`config.mk`:
```
export PLATFORM = sky130hd
export DESIGN_NAME = label_gap_sensor_setup_fsm
export DESIGN_NICKNAME = d
export VERILOG_FILES = /design/src/rtl/btn_debounce.v /design/src/rtl/label_gap_sensor_setup_fsm.v
export VERILOG_INCLUDE_DIRS = /design/src /design/src/pkg
export SDC_FILE = /design/constraint.sdc
export NUM_CORES = 1
export LEC_CHECK = 0
export BUFFER_PORTS_ARGS = -buffer_cell sky130_fd_sc_hd__buf_2
export CAP_MARGIN = 0
export CORE_ASPECT_RATIO = 2
export CORE_MARGIN = 8
export CORE_UTILIZATION = 35
export CTS_BUF_LIST = sky130_fd_sc_hd__clkbuf_4 sky130_fd_sc_hd__clkbuf_8 sky130_fd_sc_hd__clkbuf_16
export DETAILED_ROUTE_END_ITERATION = 6
export MAX_ROUTING_LAYER = met4
export SLEW_MARGIN = 40
export SYNTH_ARGS = -nofsm -noshare
export SYNTH_HDL_FRONTEND = slang
export SYNTH_HIERARCHICAL = 1
export SYNTH_SLANG_ARGS = --single-unit
```
`constraint.sdc`:
```
create_clock -name hclk -period 4 [get_ports hclk]
set_clock_uncertainty 0.2 [all_clocks]
set_input_delay 0.4 -clock hclk [delete_from_list [all_inputs] [get_ports hclk]]
set_output_delay 0.4 -clock hclk [all_outputs]
set_load 0.02 [all_outputs]
```
`src/pkg/label_gap_defs.vh`:
```
// constants for the label/gap sensor setup controller
`ifndef LABEL_GAP_DEFS_VH
`define LABEL_GAP_DEFS_VH

// ************************************
// timing, clock at 125 MHz
// ************************************
`define CYC_PER_MS        32'd125000
`define T_DEB_MS          32'd10
`define T_2S_MS           32'd2000
`define T_10S_MS          32'd10000
`define T_15S_MS          32'd15000
`define T_20S_MS          32'd20000
`define T_IDLE_MS         32'd10000
`define T_SLOW_HALF_MS    32'd250
`define T_FAST_HALF_MS    32'd60

// ************************************
// register byte offsets
// ************************************
`define REG_CTRL          8'h00
`define REG_CFG           8'h04
`define REG_STATUS        8'h08
`define REG_INT_STAT      8'h0c
`define REG_INT_MASK      8'h10

// ************************************
// field positions
// ************************************
`define CTRL_LOCK_BIT     0
`define CFG_TYPE_BIT      0
`define CFG_OFFS_LSB      8
`define CFG_OFFS_MSB      12
`define ST_SW_BIT         0
`define ST_BTN_BIT        1
`define ST_TEACH_OK_BIT   2
`define ST_STATE_LSB      8
`define ST_STATE_MSB      14
`define INT_END_BIT       0
`define INT_TOK_BIT       1
`define INT_TFAIL_BIT     2
`define INT_CFG_BIT       3
`define INT_W             4

// ************************************
// values
// ************************************
`define OFFS_MIN          5'h01
`define OFFS_MAX          5'h14
`define OFFS_PAPER        5'h06
`define OFFS_METAL        5'h0a
`define TYPE_PAPER        1'b0
`define TYPE_METAL        1'b1
`define BLINK_OK          5'h02
`define BLINK_FAIL        5'h04
`define BAND_NONE         3'h0
`define BAND_TEACH        3'h1
`define BAND_MAT          3'h2
`define BAND_OFFS         3'h3
`define BAND_FACT         3'h4

`endif

```
`src/rtl/btn_debounce.v`:
```
// synchroniser and debouncer for the set button
module btn_debounce #(
   parameter [31:0] T_DEB = 32'd1250000
) (
   input  wire       hclk,
   input  wire       hresetn,
   input  wire       btn_pin,
   output reg        btn_level,
   output reg        btn_rise,
   output reg        btn_fall
);

   reg        sync1_r;
   reg        sync2_r;
   reg [31:0] stab_r;

   always @(posedge hclk or negedge hresetn) begin
      if (!hresetn) begin
         sync1_r   <= 1'b0;
         sync2_r   <= 1'b0;
         stab_r    <= 32'h00000000;
         btn_level <= 1'b0;
         btn_rise  <= 1'b0;
         btn_fall  <= 1'b0;
      end else begin
         sync1_r  <= btn_pin;
         sync2_r  <= sync1_r;
         btn_rise <= 1'b0;
         btn_fall <= 1'b0;
         // level accepted only after it stood still for the debounce time
         if (sync2_r == btn_level) begin
            stab_r <= 32'h00000000;
         end else if (stab_r >= T_DEB - 32'd1) begin
            stab_r    <= 32'h00000000;
            btn_level <= sync2_r;
            btn_rise  <= sync2_r;
            btn_fall  <= ~sync2_r;
         end else begin
            stab_r <= stab_r + 32'd1;
         end
      end
   end

endmodule // btn_debounce

```
`src/rtl/label_gap_sensor_setup_fsm.v`:
```
// label/gap sensor controller: output, led, set-button menu and ahb-lite registers
//
// Decided for this implementation: the register addresses and register access over AHB-Lite.
`include "label_gap_defs.vh"

module label_gap_sensor_setup_fsm #(
   parameter [31:0] T_DEB       = `T_DEB_MS * `CYC_PER_MS,
   parameter [31:0] T_2S        = `T_2S_MS * `CYC_PER_MS,
   parameter [31:0] T_10S       = `T_10S_MS * `CYC_PER_MS,
   parameter [31:0] T_15S       = `T_15S_MS * `CYC_PER_MS,
   parameter [31:0] T_20S       = `T_20S_MS * `CYC_PER_MS,
   parameter [31:0] T_IDLE      = `T_IDLE_MS * `CYC_PER_MS,
   parameter [31:0] T_SLOW_HALF = `T_SLOW_HALF_MS * `CYC_PER_MS,
   parameter [31:0] T_FAST_HALF = `T_FAST_HALF_MS * `CYC_PER_MS
) (
   input  wire        hclk,
   input  wire        hresetn,
   input  wire        hsel,
   input  wire [31:0] haddr,
   input  wire [1:0]  htrans,
   input  wire        hwrite,
   input  wire [2:0]  hsize,
   input  wire [31:0] hwdata,
   input  wire        hready,
   output wire        hreadyout,
   output wire        hresp,
   output reg  [31:0] hrdata,
   input  wire        btn_pin,
   input  wire        label_pin,
   input  wire        teach_done,
   input  wire        teach_ok,
   output reg         sw_out,
   output reg         led_green,
   output reg         led_red,
   output reg         teach_start,
   output reg         label_type,
   output reg  [4:0]  offset,
   output wire        irq
);

   // ************************************
   // states
   // ************************************
   localparam [6:0] S_WORK  = 7'h01;
   localparam [6:0] S_HOLD  = 7'h02;
   localparam [6:0] S_TEACH = 7'h04;
   localparam [6:0] S_LTYPE = 7'h08;
   localparam [6:0] S_OFFS  = 7'h10;
   localparam [6:0] S_SHOW  = 7'h20;
   localparam [6:0] S_OHOLD = 7'h40;

   // ************************************
   // functions
   // ************************************
   function [2:0] band;
      input [31:0] t;
      begin
         if (t <= T_2S)
            band = `BAND_NONE;
         else if (t <= T_10S)
            band = `BAND_TEACH;
         else if (t <= T_15S)
            band = `BAND_MAT;
         else if (t <= T_20S)
            band = `BAND_OFFS;
         else
            band = `BAND_FACT;
      end
   endfunction

   function [4:0] clamp_offs;
      input [5:0] v;
      begin
         if (v < {1'b0, `OFFS_MIN})
            clamp_offs = `OFFS_MIN;
         else if (v > {1'b0, `OFFS_MAX})
            clamp_offs = `OFFS_MAX;
         else
            clamp_offs = v[4:0];
      end
   endfunction

   // ************************************
   // declarations
   // ************************************
   wire              btn_level;
   wire              btn_rise;
   wire              btn_fall;
   reg               lab1_r;
   reg               lab2_r;
   reg  [6:0]        state_r;
   reg  [31:0]       hold_r;
   reg  [31:0]       idle_r;
   reg  [4:0]        blink_left_r;
   reg  [31:0]       blink_ph_r;
   reg               blink_on_r;
   reg  [31:0]       fast_ph_r;
   reg               fast_on_r;
   reg               lock_r;
   reg               tok_r;
   reg               show_red_r;
   reg  [`INT_W-1:0] int_stat_r;
   reg  [`INT_W-1:0] int_mask_r;
   reg               wr_pend_r;
   reg               rd_pend_r;
   reg  [7:0]        addr_r;
   reg               func_end;
   reg               blink_load;
   reg  [4:0]        blink_n;
   reg  [`INT_W-1:0] ev;
   wire              acc;
   wire              idle_out;
   wire [2:0]        hold_band;

   assign hold_band = band(hold_r);
   assign idle_out  = (idle_r >= T_IDLE);
   assign acc       = hsel && htrans[1] && hready;
   assign hreadyout = ~rd_pend_r;
   assign hresp     = 1'b0;
   assign irq       = |(int_stat_r & int_mask_r);

   btn_debounce #(
      .T_DEB     (T_DEB)
   ) u_deb (
      .hclk      (hclk),
      .hresetn   (hresetn),
      .btn_pin   (btn_pin),
      .btn_level (btn_level),
      .btn_rise  (btn_rise),
      .btn_fall  (btn_fall)
   );

   // ************************************
   // switching output
   // ************************************
   always @(posedge hclk or negedge hresetn) begin
      if (!hresetn) begin
         lab1_r <= 1'b0;
         lab2_r <= 1'b0;
         sw_out <= 1'b0;
      end else begin
         lab1_r <= label_pin;
         lab2_r <= lab1_r;
         sw_out <= lab2_r;
      end
   end

   // ************************************
   // hold and idle timers
   // ************************************
   always @(posedge hclk or negedge hresetn) begin
      if (!hresetn) begin
         hold_r <= 32'h00000000;
         idle_r <= 32'h00000000;
      end else begin
         if (func_end || btn_rise)
            hold_r <= 32'h00000000;
         else if (btn_level && hold_r != 32'hffffffff)
            hold_r <= hold_r + 32'd1;
         if (btn_level || btn_fall || state_r == S_HOLD)
            idle_r <= 32'h00000000;
         else if (!idle_out)
            idle_r <= idle_r + 32'd1;
      end
   end

   // ************************************
   // blink engines
   // ************************************
   always @(posedge hclk or negedge hresetn) begin
      if (!hresetn) begin
         blink_left_r <= 5'h00;
         blink_ph_r   <= 32'h00000000;
         blink_on_r   <= 1'b0;
         fast_ph_r    <= 32'h00000000;
         fast_on_r    <= 1'b0;
      end else begin
         if (fast_ph_r >= T_FAST_HALF - 32'd1) begin
            fast_ph_r <= 32'h00000000;
            fast_on_r <= ~fast_on_r;
         end else begin
            fast_ph_r <= fast_ph_r + 32'd1;
         end
         // counted slow blinks: on half, off half, per blink
         if (blink_load) begin
            blink_left_r <= blink_n;
            blink_ph_r   <= 32'h00000000;
            blink_on_r   <= (blink_n != 5'h00);
         end else if (blink_left_r != 5'h00) begin
            if (blink_ph_r >= T_SLOW_HALF - 32'd1) begin
               blink_ph_r <= 32'h00000000;
               if (blink_on_r) begin
                  blink_on_r <= 1'b0;
               end else begin
                  blink_left_r <= blink_left_r - 5'h01;
                  blink_on_r   <= (blink_left_r != 5'h01);
               end
            end else begin
               blink_ph_r <= blink_ph_r + 32'd1;
            end
         end
      end
   end

   // ************************************
   // menu state machine
   // ************************************
   always @(posedge hclk or negedge hresetn) begin
      if (!hresetn) begin
         state_r     <= S_WORK;
         label_type  <= `TYPE_PAPER;
         offset      <= `OFFS_PAPER;
         teach_start <= 1'b0;
         tok_r       <= 1'b0;
         show_red_r  <= 1'b0;
         func_end    <= 1'b0;
         blink_load  <= 1'b0;
         blink_n     <= 5'h00;
         ev          <= {`INT_W{1'b0}};
      end else begin
         teach_start <= 1'b0;
         func_end    <= 1'b0;
         blink_load  <= 1'b0;
         ev          <= {`INT_W{1'b0}};
         case (state_r)
            S_WORK: begin
               if (btn_rise && !lock_r)
                  state_r <= S_HOLD;
            end
            S_HOLD: begin
               if (btn_fall) begin
                  case (hold_band)
                     `BAND_TEACH: begin
                        teach_start <= 1'b1;
                        state_r     <= S_TEACH;
                     end
                     `BAND_MAT: begin
                        state_r <= S_LTYPE;
                     end
                     `BAND_OFFS: begin
                        blink_n    <= offset;
                        blink_load <= 1'b1;
                        state_r    <= S_OFFS;
                     end
                     `BAND_FACT: begin
                        label_type <= `TYPE_PAPER;
                        show_red_r <= 1'b0;
                        offset     <= `OFFS_PAPER;
                        ev[`INT_CFG_BIT] <= 1'b1;
                        blink_n    <= `BLINK_OK;
                        blink_load <= 1'b1;
                        state_r    <= S_SHOW;
                     end
                     default: begin
                        state_r  <= S_WORK;
                        func_end <= 1'b1;
                     end
                  endcase
               end
            end
            S_TEACH: begin
               if (teach_done) begin
                  tok_r      <= teach_ok;
                  show_red_r <= ~teach_ok;
                  blink_n    <= teach_ok ? `BLINK_OK : `BLINK_FAIL;
                  blink_load <= 1'b1;
                  ev[`INT_TOK_BIT]   <= teach_ok;
                  ev[`INT_TFAIL_BIT] <= ~teach_ok;
                  state_r    <= S_SHOW;
               end
            end
            S_LTYPE: begin
               if (btn_rise) begin
                  label_type <= ~label_type;
                  ev[`INT_CFG_BIT] <= 1'b1;
               end else if (idle_out) begin
                  state_r  <= S_WORK;
                  func_end <= 1'b1;
                  ev[`INT_END_BIT] <= 1'b1;
               end
            end
            S_OFFS: begin
               if (btn_rise) begin
                  state_r <= S_OHOLD;
               end else if (idle_out) begin
                  state_r  <= S_WORK;
                  func_end <= 1'b1;
                  ev[`INT_END_BIT] <= 1'b1;
               end
            end
            S_OHOLD: begin
               if (btn_fall) begin
                  if (hold_r > T_2S) begin
                     offset  <= clamp_offs({1'b0, offset} - 6'h01);
                     blink_n <= clamp_offs({1'b0, offset} - 6'h01);
                  end else begin
                     offset  <= clamp_offs({1'b0, offset} + 6'h01);
                     blink_n <= clamp_offs({1'b0, offset} + 6'h01);
                  end
                  blink_load <= 1'b1;
                  ev[`INT_CFG_BIT] <= 1'b1;
                  state_r <= S_OFFS;
               end
            end
            S_SHOW: begin
               if (!blink_load && blink_left_r == 5'h00) begin
                  state_r  <= S_WORK;
                  func_end <= 1'b1;
                  ev[`INT_END_BIT] <= 1'b1;
               end
            end
            default: begin
               state_r <= S_WORK;
            end
         endcase
         // software may rewrite the configuration only while the menu is idle
         if (wr_pend_r && addr_r == `REG_CFG && state_r == S_WORK) begin
            label_type <= hwdata[`CFG_TYPE_BIT];
            offset     <= clamp_offs({1'b0, hwdata[`CFG_OFFS_MSB:`CFG_OFFS_LSB]});
         end
      end
   end

   // ************************************
   // led drive
   // ************************************
   always @(posedge hclk or negedge hresetn) begin
      if (!hresetn) begin
         led_green <= 1'b0;
         led_red   <= 1'b0;
      end else begin
         led_red <= 1'b0;
         case (state_r)
            S_WORK:  led_green <= lab2_r;
            S_HOLD: begin
               case (hold_band)
                  `BAND_TEACH: led_green <= 1'b1;
                  `BAND_MAT:   led_green <= fast_on_r;
                  `BAND_FACT:  led_green <= 1'b1;
                  default:     led_green <= 1'b0;
               endcase
            end
            S_TEACH: led_green <= fast_on_r;
            S_LTYPE: begin
               led_green <= (label_type == `TYPE_PAPER);
               led_red   <= (label_type == `TYPE_METAL);
            end
            S_SHOW: begin
               led_green <= blink_on_r & ~show_red_r;
               led_red   <= blink_on_r & show_red_r;
            end
            default: led_green <= blink_on_r;
         endcase
      end
   end

   // ************************************
   // ahb-lite registers and interrupts
   // ************************************
   always @(posedge hclk or negedge hresetn) begin
      if (!hresetn) begin
         wr_pend_r  <= 1'b0;
         rd_pend_r  <= 1'b0;
         addr_r     <= 8'h00;
         hrdata     <= 32'h00000000;
         lock_r     <= 1'b0;
         int_stat_r <= {`INT_W{1'b0}};
         int_mask_r <= {`INT_W{1'b0}};
      end else begin
         if (hreadyout) begin
            wr_pend_r <= acc & hwrite;
            rd_pend_r <= acc & ~hwrite;
            if (acc)
               addr_r <= haddr[7:0];
         end else begin
            rd_pend_r <= 1'b0;
         end
         if (rd_pend_r) begin
            case (addr_r)
               `REG_CTRL:     hrdata <= {31'h00000000, lock_r};
               `REG_CFG:      hrdata <= {19'h00000, offset, 7'h00, label_type};
               `REG_STATUS:   hrdata <= {17'h00000, state_r, 5'h00, tok_r, btn_level, sw_out};
               `REG_INT_STAT: hrdata <= {28'h0000000, int_stat_r};
               `REG_INT_MASK: hrdata <= {28'h0000000, int_mask_r};
               default:       hrdata <= 32'h00000000;
            endcase
         end
         if (wr_pend_r && addr_r == `REG_CTRL)
            lock_r <= hwdata[`CTRL_LOCK_BIT];
         if (wr_pend_r && addr_r == `REG_INT_MASK)
            int_mask_r <= hwdata[`INT_W-1:0];
         // a new event wins over a write-one-to-clear in the same cycle
         if (wr_pend_r && addr_r == `REG_INT_STAT)
            int_stat_r <= (int_stat_r & ~hwdata[`INT_W-1:0]) | ev;
         else
            int_stat_r <= int_stat_r | ev;
      end
   end

endmodule // label_gap_sensor_setup_fsm

```
# Word level (Yosys, flattened, before mapping)

Cells that the tools add are included.

Register bits: 255
Input bits: 78
Output and inout bits: 45
Logic and storage cells: 235

Add/sub/neg operators: 8
$lt $le $gt $ge: 15
Equality and inequality tests: 32
Multiplexer cells: 87
Bitwise logic cells: 17
Reduce and logical (&&, ||, !) cells: 41

Operators with widths:

| operator                | count |
|---|---|
| $mux W32                | 10 |
| $add A32 B1 Y32 const B | 5 |
| $mux W5                 | 17 |
| $pmux W15 S5            | 1 |
| $le A32 B31 Y1 const B  | 2 |
| $mux W7                 | 8 |
| $pmux W7 S7             | 1 |
| $ge A32 B21 Y1 const B  | 1 |
| $ge A32 B23 Y1 const B  | 1 |
| $ge A32 B25 Y1 const B  | 1 |
| $ge A32 B31 Y1 const B  | 1 |
| $gt A32 B28 Y1 const B  | 1 |
| $le A32 B28 Y1 const B  | 1 |
| $le A32 B32 Y1 const B  | 1 |
| $ne A32 B32 Y1 const B  | 1 |
| $mux W1                 | 29 |
| $pmux W6 S4             | 1 |
| $pmux W5 S2             | 2 |
| $eq A8 B4 Y1 const B    | 2 |
| $mux W3                 | 5 |
| $pmux W5 S3             | 1 |
| $gt A6 B5 Y1 const B    | 2 |
| $lt A6 B1 Y1 const B    | 2 |
| $reduce_and A4 Y1       | 3 |
| 47 further kinds        | 101 |

# Logic depth before layout (Yosys ltp)

Gate-level depths: netlist (run 1).

Depth in word-level cells: 10
Depth in mapped cells: 11
Gate-level depth less buffers: 9

# Cells and area by module

Netlist (run 1), hierarchy kept.

Modules (own cells, without submodules):

| module                     | times used | cells an instance | area an instance (µm²) | sequential area each (µm²) |
|---|---|---|---|---|
| label_gap_sensor_setup_fsm | 1          | 1164              | 10831.6                | 4933.5 |
| btn_debounce               | 1          | 133               | 1520.2                 | 925.9 |

# Worst setup path after synthesis (run 1)

Ideal clock, no wire load.

Path type: register -> register
Start point: register offset[1]
End point: register blink_n[0]
Setup time: 125 ps
Arrival: 2510 ps
Required time: 3675 ps
Path slack: 1165 ps
Cell stages (with the launch flop): 12
Clock period less this slack: 2835 ps
Cell sequence: dfstp_2 > clkbuf_1 > inv_1 > ha_1 > clkbuf_1 > nand2_1 > o21ai_0 > mux2_2 > a21oi_1 > mux2i_1 > a32o_1 > mux2_2

Cells in the longest elaborated chain, start to end: 7
Elaborated cells between the ends (all ways): 13
Classes of those cells: add/sub: 2; order compare: 4; mux: 7

Ends and longest elaborated chain:

| what                                           | line                                                               | RTL |
|---|---|---|
| start: declaration                             | label_gap_sensor_setup_fsm.v:37                                    | `output reg [4:0] offset,` |
| start signal: assignment                       | label_gap_sensor_setup_fsm.v:212                                   | `` offset <= `OFFS_PAPER; `` |
| start signal: assignment                       | label_gap_sensor_setup_fsm.v:248                                   | `` offset <= `OFFS_PAPER; `` |
| start signal: assignment                       | label_gap_sensor_setup_fsm.v:294                                   | `offset <= clamp_offs({1'b0, offset} - 6'h01);` |
| $add A5 B1 Y6 or $sub A5 B1 Y6 (tied branches) | label_gap_sensor_setup_fsm.v:298, label_gap_sensor_setup_fsm.v:295 |  |
| $gt A6 B5 Y1                                   | label_gap_sensor_setup_fsm.v:76                                    | `` else if (v > {1'b0, `OFFS_MAX}) `` |
| $mux W5                                        | label_gap_sensor_setup_fsm.v:76                                    |  |
| $mux W5                                        | label_gap_sensor_setup_fsm.v:74                                    | `` if (v < {1'b0, `OFFS_MIN}) `` |
| $mux W5 (*)                                    | label_gap_sensor_setup_fsm.v:293                                   | `if (hold_r > T_2S) begin` |
| $mux W5 (*)                                    | label_gap_sensor_setup_fsm.v:292                                   | `if (btn_fall) begin` |
| $pmux W5 S3 (*)                                | label_gap_sensor_setup_fsm.v:225                                   | `case (state_r)` |
| end signal: assignment                         | label_gap_sensor_setup_fsm.v:241                                   | `blink_n <= offset;` |
| end signal: assignment                         | label_gap_sensor_setup_fsm.v:295                                   | `blink_n <= clamp_offs({1'b0, offset} - 6'h01);` |
| end signal: assignment                         | label_gap_sensor_setup_fsm.v:298                                   | `blink_n <= clamp_offs({1'b0, offset} + 6'h01);` |
| end: declaration                               | label_gap_sensor_setup_fsm.v:109                                   | `reg [4:0] blink_n;` |

Every way passes the cells marked *; elsewhere a longest branch is shown, timed or not. The select of a mux whose other input is x is not followed.
A chain may end at the register's enable or synchronous reset.

# Worst setup path after layout (run 1)

Start point: register state_r[5]
End point: register idle_r[29]

Cells in the longest elaborated chain, start to end: 3
Elaborated cells between the ends (all ways): 4
Classes of those cells: eq/ne: 2; mux: 1; reduce/logical: 1

Ends and longest elaborated chain:

| what                                                      | line                             | RTL |
|---|---|---|
| start: declaration                                        | label_gap_sensor_setup_fsm.v:91  | `reg [6:0] state_r;` |
| start signal: assignment                                  | label_gap_sensor_setup_fsm.v:210 | `state_r <= S_WORK;` |
| start signal: assignment                                  | label_gap_sensor_setup_fsm.v:228 | `state_r <= S_HOLD;` |
| start signal: assignment                                  | label_gap_sensor_setup_fsm.v:235 | `state_r <= S_TEACH;` |
| $eq A7 B2 Y1 (*)                                          | label_gap_sensor_setup_fsm.v:160 | `if (btn_level \|\| btn_fall \|\| state_r == S_HOLD)` |
| $logic_or A1 B1 Y1 (*)                                    | label_gap_sensor_setup_fsm.v:160 |  |
| $ne A2 B1 Y1 (no source line) or $mux W32 (tied branches) | --                               |  |
| end signal: assignment                                    | label_gap_sensor_setup_fsm.v:163 | `idle_r <= idle_r + 32'd1;` |
| end: declaration                                          | label_gap_sensor_setup_fsm.v:93  | `reg [31:0] idle_r;` |

Every way passes the cells marked *; elsewhere a longest branch is shown, timed or not.

==> reports/results.ini, run 1 <==
[setup_path]
path_buf_inv = 1
worstPathRequired_ps = 4230
cp-end-kind = flop
cpMaxStageDelayCell = and4b_1
worstPathArrival_ps = 3360
critPathMaxFanout = 14
critical_path.top_delay_family = simple AND/OR/NAND/NOR gates
startpoint_type = flop
crit_chain = nor4_4, and4b_1, or3_1, buf_4, o2111ai_1, nor3_1, xnor2_1, nor2_1
max_stage_delay_ps = 540
worstSetupPathType = reg -> reg

[place]
io_buffers = 49
routabilityCongestion = 0.927
hpwl_mm = 21.8

[timing]
setup_viol = 0
fin_setup_tns_ps = 0
period_share = 0.783
rsz0062_at_grt = no
maxSlewHeadroom = 0.504
worst_pin_slew_ps = 739
drv_slew = 0
layout_min_cycle_time_ps = 3130
max_freq_mhz = 319
final_hold_viol_count = 0

[floorplan]
rows = 97
dieArea_mm2 = 0.0419
start_util = 0.353
io_pins = 123
die_height_um = 282
die_w_um = 149
core_mm2 = 0.0350

[cells_and_area]
area_growth_pct = 15.2
layout_common_cells = 231 x dfrtp_1, 190 x nor2_1, 112 x nand2_1
final_core_util = 0.407
fill_cells = 3471
drive_gt1_frac = 0.113
final_common_cell = dfrtp_1
nets = 1461

[yosys]
syn_inst = 1297
synth-seq-area-share = 0.474
syn_avg_cell_area_um2 = 9.52
yosys_warnings = 6
ys_async_sr_fraction = 1.00
synth_cell_type_count = 85
synth-seq-cells = 234
synth-edff-count = 0
netlist_area_mm2 = 0.0124
synth_ff_type = dfrtp_1

[clock_tree]
cts_buffer_depth = 3
insertion_delay_ps = 560
htreeDepth = 1
numCtsBuffers = 24
cts_tree = built
clkSinkCount = 234
cts_setup_buffers = 0
cts_resized = 0
cts-hold-fix-buffers = 20
cts_root_buffer = clkbuf_16
path_clk_slew_ps = 60

[power]
switching_share = 0.251
p_int_mw = 4.32
ir_drop_uv = 439
power.density_mw_per_mm2 = 405
fin_total_pwr_mw = 5.76
netSwitchingPower_mw = 1.44
clockPowerShare = 0.461
pwr-share-seq = 0.442
p_leak_nw = 6.18
pwr-share-comb = 0.097

[run]
drv_cap = 0

[route]
dr.pass1.iters = 4
final_antenna_net_count = 0
finalWirelength_mm = 30.0
num_vias = 9618
routedWlPerCell_um = 16.4
drt-initial-drc-count = 419
drc = 0
viasPerCell = 5.24

[outcome]
status = complete, no violations

[global_route]
grt_pass1_vias = 9981
grt_start_max_net_pins = 113
track_usage = 0.149
grt_overflow = 0
grt_pass1_wl_mm = 49.6
antenna_found_initial = 2

[hold_path]
hold_class = in -> reg

-- stage by stage --
step	hold slack, ps	instance area [um2]	worst slack [ps]	cells
floorplan	-95.6	12500	1170	1337
global placement	133	13000	892	1766
detailed placement	135	13000	884	1766
CTS	11.9	14200	821	1830
global route	48.5	14200	608	1833
finish	22.8	14200	867	1834
-- sequential cells by signal (all words and copies together) (netlist names), 5 cells and up --
signal        cells
blink_ph_r       32
fast_ph_r        32
hold_r           32
idle_r           32
u_deb/stab_r     32
hrdata           11
addr_r            8
state_r           7
blink_left_r      5
blink_n           5
offset            5
-- power by group through the flow --
stage	clock [mW]	combinational, mW	sequential [mW]
4_1_cts	2.73	0.563	2.54
3_5_place_dp	0	0.542	2.59
2_1_floorplan	0	0.374	2.56
6_report	2.65	0.560	2.55
3_3_place_gp	0	0.532	2.58
5_1_grt	2.82	0.627	2.56
-- synth_stat cells, types with 6 or more instances --
cell	number	share of area
a22o_1	7	0.0050
nand4_1	37	0.019
mux2_2	17	0.015
buf_2	12	0.0049
or4_1	7	0.0043
o21ai_0	41	0.017
nor2_1	190	0.058
mux2i_1	15	0.012
or3_1	14	0.0071
clkbuf_1	44	0.013
a31oi_1	6	0.0030
xor2_1	67	0.048
a22oi_1	10	0.0061
inv_1	40	0.012
ha_1	15	0.015
and2_1	7	0.0035
o31ai_1	9	0.0055
and3_1	25	0.013
o2bb2ai_1	10	0.0071
nand3_1	59	0.024
nor3_1	25	0.010
a21oi_1	36	0.015
nand2_1	112	0.034
nor2b_1	6	0.0030
nor3b_1	7	0.0043
nand2b_1	8	0.0041
and4_1	14	0.0099
dfrtp_1	231	0.47
xnor2_1	49	0.035
nor4_1	27	0.014
buf_4	25	0.015
a21o_1	16	0.0097
-- path summary, 6_finish.rpt --
| check | from | end | slack (ps) | depth (start not counted) |
|---|---|---|---|---|
| worst max-delay path | state_r[5] | idle_r[29] | 870 | 8 |
| worst min-delay path | hwdata[10] | offset[0] | 20 | 4 |
| worst max register to register | state_r[5] | idle_r[29] | 870 | 8 |
| worst min register to register | lab1_r | lab2_r | 150 | 0 |
| max in group asynchronous | hresetn | offset[1] | 2350 | 4 |
| min in group asynchronous | hresetn | u_deb/stab_r[15] | 150 | 2 |
-- layer usage --
metal,track usage,wire [um]
met5,-,0
met4,0.0713,1170
met3,0.0185,1090
met2,0.282,16800
met1,0.145,11000
-- layout make-up --
| class | count | area [um2] | area share |
|---|---|---|---|
| Clock buffer | 32 | 679 | 0.0478 |
| Tap cell | 445 | 557 | 0.0391 |
| Multi-Input combinational cell | 980 | 6080 | 0.428 |
| Inverter | 40 | 150 | 0.0106 |
| Timing Repair Buffer | 88 | 618 | 0.0435 |
| Clock inverter | 12 | 272 | 0.0191 |
| Antenna cell | 3 | 7.51 | 0.000528 |
| Sequential cell | 234 | 5860 | 0.412 |
-- cell families after synthesis --
family | Yosys count | synth area share
flops | 234 | 0.474
simple gates | 571 | 0.232
xor+xnor | 116 | 0.0823
fa+ha+maj | 15 | 0.0152
other cells | 2 | 0.000608
buf+inv | 123 | 0.0474
mux | 34 | 0.0295
compound gates | 202 | 0.119
-- worst reg2reg max path: cells and delay by family, from the launching register on --
family / cells / cell delay [ps]
xor gates and xnor gates: 1 / 150
AOI/OAI and AO/OA: 1 / 180
and+or+nand+nor: 5 / 1680
DFF: 1 / 520
buffers and inverters: 1 / 280
(Power assumes the default switching activity.)
==> inputs of run 2 (changes only) <==
==> constraint.sdc (replaced) <==
create_clock -name hclk -period 3.04 [get_ports hclk]
set_clock_uncertainty 0.2 [all_clocks]
set_input_delay 0.304 -clock hclk [delete_from_list [all_inputs] [get_ports hclk]]
set_output_delay 0.304 -clock hclk [all_outputs]
set_load 0.02 [all_outputs]
==> run 2 against run 1 <==
  * Maximum frequency rose by 7.9%
  * Clock power grew 23%
  * Design area grew 0.90%
  * Non-clock buffer count grew 26
  * Routed wire length grew 2.2%
  * Critical path type unchanged
  * Largest cell class unchanged
  * Highest routed layer unchanged
==> reports/results.ini, run 2 (synthesis results as in run 1) <==
[floorplan]
die_w_um = 149
io_pins = 123
core_mm2 = 0.0350
rows = 97
start_util = 0.353
die_height_um = 282
dieArea_mm2 = 0.0419

[hold_path]
min_path_cells = 5
hold_class = in -> reg

[timing]
maxSlewHeadroom = 0.424
fin_setup_tns_ps = 0
worst_pin_slew_ps = 856
setup_viol = 0
final_hold_viol_count = 0
drv_slew = 0
rsz0062_at_grt = no
max_freq_mhz = 344
layout_min_cycle_time_ps = 2900
hold_ws_ps = 36.2
period_share = 0.955
worst_slack_ps = 136

[setup_path]
critPathMaxFanout = 7
r2r_end = offset[3]
crit_start = hold_r[21]
cp-end-kind = flop
worstSetupPathType = reg -> reg
startpoint_type = flop
r2r_slack_ps = 140
worstPathRequired_ps = 3270
cp-endpoint = offset[3]
reg2reg_from = hold_r[21]
timing.reg2reg.worst_path_depth = 7
worstPathArrival_ps = 3130

[cells_and_area]
final_common_cell = dfrtp_1
fin_cells = 1857
area_growth_pct = 16.2
drive_gt1_frac = 0.126
layout_common_cells = 231 x dfrtp_1, 190 x nor2_1, 112 x nand2_1
fill_cells = 3475
nets = 1486

[route]
dr.pass1.iters = 4
routedWlPerCell_um = 16.5
viasPerCell = 5.21
num_vias = 9678
finalWirelength_mm = 30.7
drt-initial-drc-count = 421
final_antenna_net_count = 0
drc = 0

[clock_tree]
htreeDepth = 1
numCtsBuffers = 23
clkSinkCount = 234
cts_tree = built
cts_setup_buffers = 0
cts_root_buffer = clkbuf_16
cts_buffer_depth = 3
path_clk_slew_ps = 60
insertion_delay_ps = 560

[global_route]
track_usage = 0.152
grt_pass1_vias = 10100
grt_pass1_wl_mm = 50.6
grt_overflow = 0
grt_start_max_net_pins = 92
antenna_found_initial = 2

[power]
fin_total_pwr_mw = 7.37
power.density_mw_per_mm2 = 514
p_leak_nw = 6.28
ir_drop_uv = 407

[run]
drv_cap = 0

[place]
routabilityCongestion = 0.891
hpwl_mm = 22.4
io_buffers = 49
dp_cells = 1790
post-place-ws_ps = -26.8

[outcome]
status = complete, no violations

[run 2: changes by cell type in the layout (fill, tap and decap cells not counted), sizes merged, moves of 2 or more]
cell         before  now
dlygate4sd3      20   23
bufinv            7    5
clkbuf           32   28
inv              40   43
buf              68   91
[run 2: per-layer routing]
| metal | track usage | up-vias | part of all wire |
|---|---|---|---|
| met2 | 0.288 | 166 | 0.56 |
| met5 | - | - | 0 |
| li1 | - | 4697 | - |
| met3 | 0.0190 | 71 | 0.030 |
| met1 | 0.148 | 4744 | 0.37 |
| met4 | 0.0718 | 0 | 0.042 |
[run 2: critical path, cell delays in order, from the launching register on]
cell	delay, ps
dfrtp_1	420
or4_1	580
nor4b_2	390
o211ai_1	140
a21oi_2	350
a31oi_2	270
nor2b_1	240
a22oi_1	200
[run 2: how the worst min path moves through the flow]
stage	startpoint	to	slack [ps]
after detailed placement	lab1_r	lab2_r	140
after floorplan	hresetn	addr_r[0]	-190
after global routing	hwdata[11]	offset[3]	60
final	hwdata[11]	offset[3]	40
after global placement	lab1_r	lab2_r	140
after CTS	hwdata[11]	offset[3]	30
[run 2: per-stage QoR]
stage | cell area [um2] | utilization
6_report | 14400 | 0.411
5_1_grt | 14400 | 0.411
4_1_cts | 14300 | 0.410
3_5_place_dp | 13200 | 0.379
3_3_place_gp | 13200 | 0.378
2_1_floorplan | 12500 | -
[run 2: where the power goes]
group	switching (mW)	internal, mW
clock	1.33	1.94
sequential	0.129	3.22
combinational	0.463	0.292
total	1.92	5.45
[run 2: repair_timing]
| item | CTS | global route |
|---|---|---|
| endpoints found under the setup margin | 1 | 8 |
| hold buffers | 23 | 0 |
| gates cloned | 0 | 0 |
| pin swaps | 0 | 1 |
| resized for setup | 1 | 2 |
| hold endpoints to repair | 116 | 0 |
[run 2: layout make-up]
type / instances / area, um2 / area share
Sequential cell: 234 / 5860 / 0.408
Multi-Input combinational cell: 980 / 6090 / 0.424
Antenna cell: 2 / 5.00 / 0.000349
Clock inverter: 14 / 228 / 0.0159
Clock buffer: 28 / 638 / 0.0445
Timing Repair Buffer: 114 / 826 / 0.0575
Inverter: 40 / 150 / 0.0105
Tap cell: 445 / 557 / 0.0388
==> inputs of run 3 (changes only) <==
--- a/config.mk
+++ b/config.mk
@@ -6,6 +6,7 @@
 export SDC_FILE = /design/constraint.sdc
 export NUM_CORES = 1
 export LEC_CHECK = 0
+export ABC_AREA = 1
 export BUFFER_PORTS_ARGS = -buffer_cell sky130_fd_sc_hd__buf_2
 export CAP_MARGIN = 0
 export CORE_ASPECT_RATIO = 2
==> run 3 against run 2 <==
  * Power shrank 3.9%
  * Flip-flop and latch count unchanged
  * Area after synthesis up 9.9%
  * Die area rose by 9.1%
  * Cell count grew 32%
  * Sequential power decreased by 1%
  * Count of clock-buffer cells in the layout is 7 higher
  * Register-to-register slack better by 470 ps
  * First-iteration DRC count rose by 28%
  * Design area rose by 8.1%
  * Global-route usage grew 2.3 points
  * Hold slack gained 89 ps
  * Critical path type unchanged
  * Critical endpoint is now hold_r[26]
==> reports/results.ini, run 3 <==
[clock_tree]
insertion_delay_ps = 540
cts_root_buffer = clkbuf_16
path_clk_slew_ps = 70
clkSinkCount = 234
cts_resized = 0
cts_tree = built
numCtsBuffers = 24
cts_buffer_depth = 3
htreeDepth = 1

[cells_and_area]
final_common_cell = nand2_1
area_growth_pct = 14.4
drive_gt1_frac = 0.111
diodes = 0
layout_common_cells = 411 x nand2_1, 249 x nor2_1, 231 x dfrtp_1
nets = 2011

[setup_path]
critPathMaxFanout = 4
cpMaxStageDelayCell = dfrtp_1
max_stage_delay_ps = 450
startpoint_type = flop
timing.reg2reg.worst_path_depth = 8
cp-endpoint = hold_r[26]
critical_path.top_delay_family = simple AND/OR/NAND/NOR gates
worstPathRequired_ps = 3250
reg2reg_from = hold_r[0]
worstSetupPathType = reg -> reg
crit_chain = ha_1, inv_1, nor3_1, nand4_1, nor2_1, nand3_1, nor3_1, nor3b_2
crit_start = hold_r[0]
path_depth = 8
r2r_end = hold_r[26]
cp-end-kind = flop
r2r_slack_ps = 600
worstPathArrival_ps = 2650
cpMostUsedCell = nor3_1
path_buf_inv = 1

[yosys]
ys_async_sr_fraction = 1.00
synth_ff_type = dfrtp_1
synth_top_area_cell = dfrtp_1
synth_commonest_cells = 411 x nand2_1, 249 x nor2_1, 231 x dfrtp_1
synth-seq-area-share = 0.432
netlist_area_mm2 = 0.0136
yosysMostFrequentCell = nand2_1
synth-edff-count = 0
syn_inst = 1807
ys_top_cells_by_area = dfrtp_1 43%, nand2_1 11%, nor2_1 6.9%, inv_1 5.9%, nand3_1 4.4%
yosysTopAreaCellShare = 0.426
synth_cell_type_count = 58
yosys_warnings = 6
synth-seq-cells = 234
syn_avg_cell_area_um2 = 7.51

[route]
final_antenna_net_count = 0
drt-initial-drc-count = 540
dr.pass1.iters = 6
viasPerCell = 4.97
drc = 0
num_vias = 12200
finalWirelength_mm = 38.6
routedWlPerCell_um = 15.7

[power]
fin_total_pwr_mw = 7.08
p_int_mw = 5.16
switching_share = 0.272
power.density_mw_per_mm2 = 456
netSwitchingPower_mw = 1.92
clockPowerShare = 0.422
ir_drop_uv = 387
p_leak_nw = 6.94
pwr-share-seq = 0.466
pwr-share-comb = 0.112

[timing]
rsz0062_at_grt = no
worst_pin_slew_ps = 672
hold_ws_ps = 125
layout_min_cycle_time_ps = 2440
period_share = 0.802
maxSlewHeadroom = 0.551
max_freq_mhz = 410
drv_slew = 0
final_hold_viol_count = 0
setup_viol = 0
fin_setup_tns_ps = 0

[floorplan]
core_mm2 = 0.0385
rows = 102
die_height_um = 294
die_w_um = 155
io_pins = 123
dieArea_mm2 = 0.0457
start_util = 0.352

[run]
drv_cap = 0

[global_route]
grt_overflow = 0
antenna_found_initial = 0
grt_start_max_net_pins = 62
track_usage = 0.175
grt_pass1_vias = 12700
grt_pass1_wl_mm = 62.8

[place]
routabilityCongestion = 0.994
hpwl_mm = 30.0
io_buffers = 49

[outcome]
status = complete, no violations

[hold_path]
hold_class = in -> async

==> run 3: cell types whose count changed in the layout (fill, tap and decap cells not counted), sizes merged, moves of 18 or more <==
cell   previous run  this run
nor2            190       288
and3             25         1
o21ai            43        88
a21oi            38        56
xor2             67        46
xnor2            49        15
nand4            37        67
nand3            59       124
buf              91        71
nor3             27        67
nand2           113       427
inv              43       231
==> run 3: worst register-to-register path, stage by stage, from the launching register on <==
cell,delay (ps)
dfrtp_1,450
ha_1,210
inv_1,90
nor3_1,390
nand4_1,310
nor2_1,220
nand3_1,160
nor3_1,220
nor3b_2,70
==> run 3: cells by family after synthesis <==
logic type / synth area share
AND/OR/NAND/NOR: 0.341
adder cells (fa/ha/maj): 0.0138
multiplexers: 0.00332
XOR/XNOR: 0.0394
flip-flops: 0.432
other: 0.000553
buffers and inverters: 0.0887
AO/OA/AOI/OAI: 0.0820
==> run 3: per-stage QoR <==
step                instance area [um2]  worst slack [ps]  utilization  instances
floorplan                         13700               801            -       1847
global placement                  14500               691        0.376       2388
detailed placement                14500               657        0.376       2388
CTS                               15500               664        0.403       2454
global route                      15500               440        0.403       2454
finish                            15500               601        0.403       2454
==> run 3: final cells by class <==
class	instances	area (um2)
Fill cell	4045	23000
Tap cell	520	651
Sequential cell	234	5860
Inverter	233	875
Timing Repair Buffer	95	686
Clock buffer	35	714
Multi-Input combinational cell	1330	6660
Clock inverter	7	76.3
==> run 3: worst min path at each step <==
stage,slack (ps),endpoint,startpoint
after detailed placement,90,blink_ph_r[15],hresetn
after CTS,120,blink_ph_r[26],hresetn
after global routing,150,blink_ph_r[18],hresetn
after global placement,80,blink_ph_r[15],hresetn
after floorplan,-190,addr_r[0],hresetn
final,120,blink_ph_r[24],hresetn
==> run 3: layer usage <==
metal,wire length (um),part of all wire,up-vias,global-route usage
li1,-,-,6026,-
met1,13600,0.35,5666,0.162
met2,20800,0.54,335,0.331
met3,1420,0.037,158,0.0166
met4,2810,0.073,0,0.122
met5,0,0,-,-
==> run 3: repair_timing <==
item | in CTS | in global routing
buffers inserted | 0 | 0
endpoints found under the hold margin | 196 | 0
hold buffers | 24 | 0
==> run 3: power by group through the flow <==
stage          Combinational, mW  Sequential [mW]  Clock (mW)
2_1_floorplan              0.485             3.36           0
3_3_place_gp               0.755             3.35           0
3_5_place_dp               0.768             3.36           0
4_1_cts                    0.794             3.30        3.10
5_1_grt                    0.896             3.31        3.19
6_report                   0.794             3.30        2.99
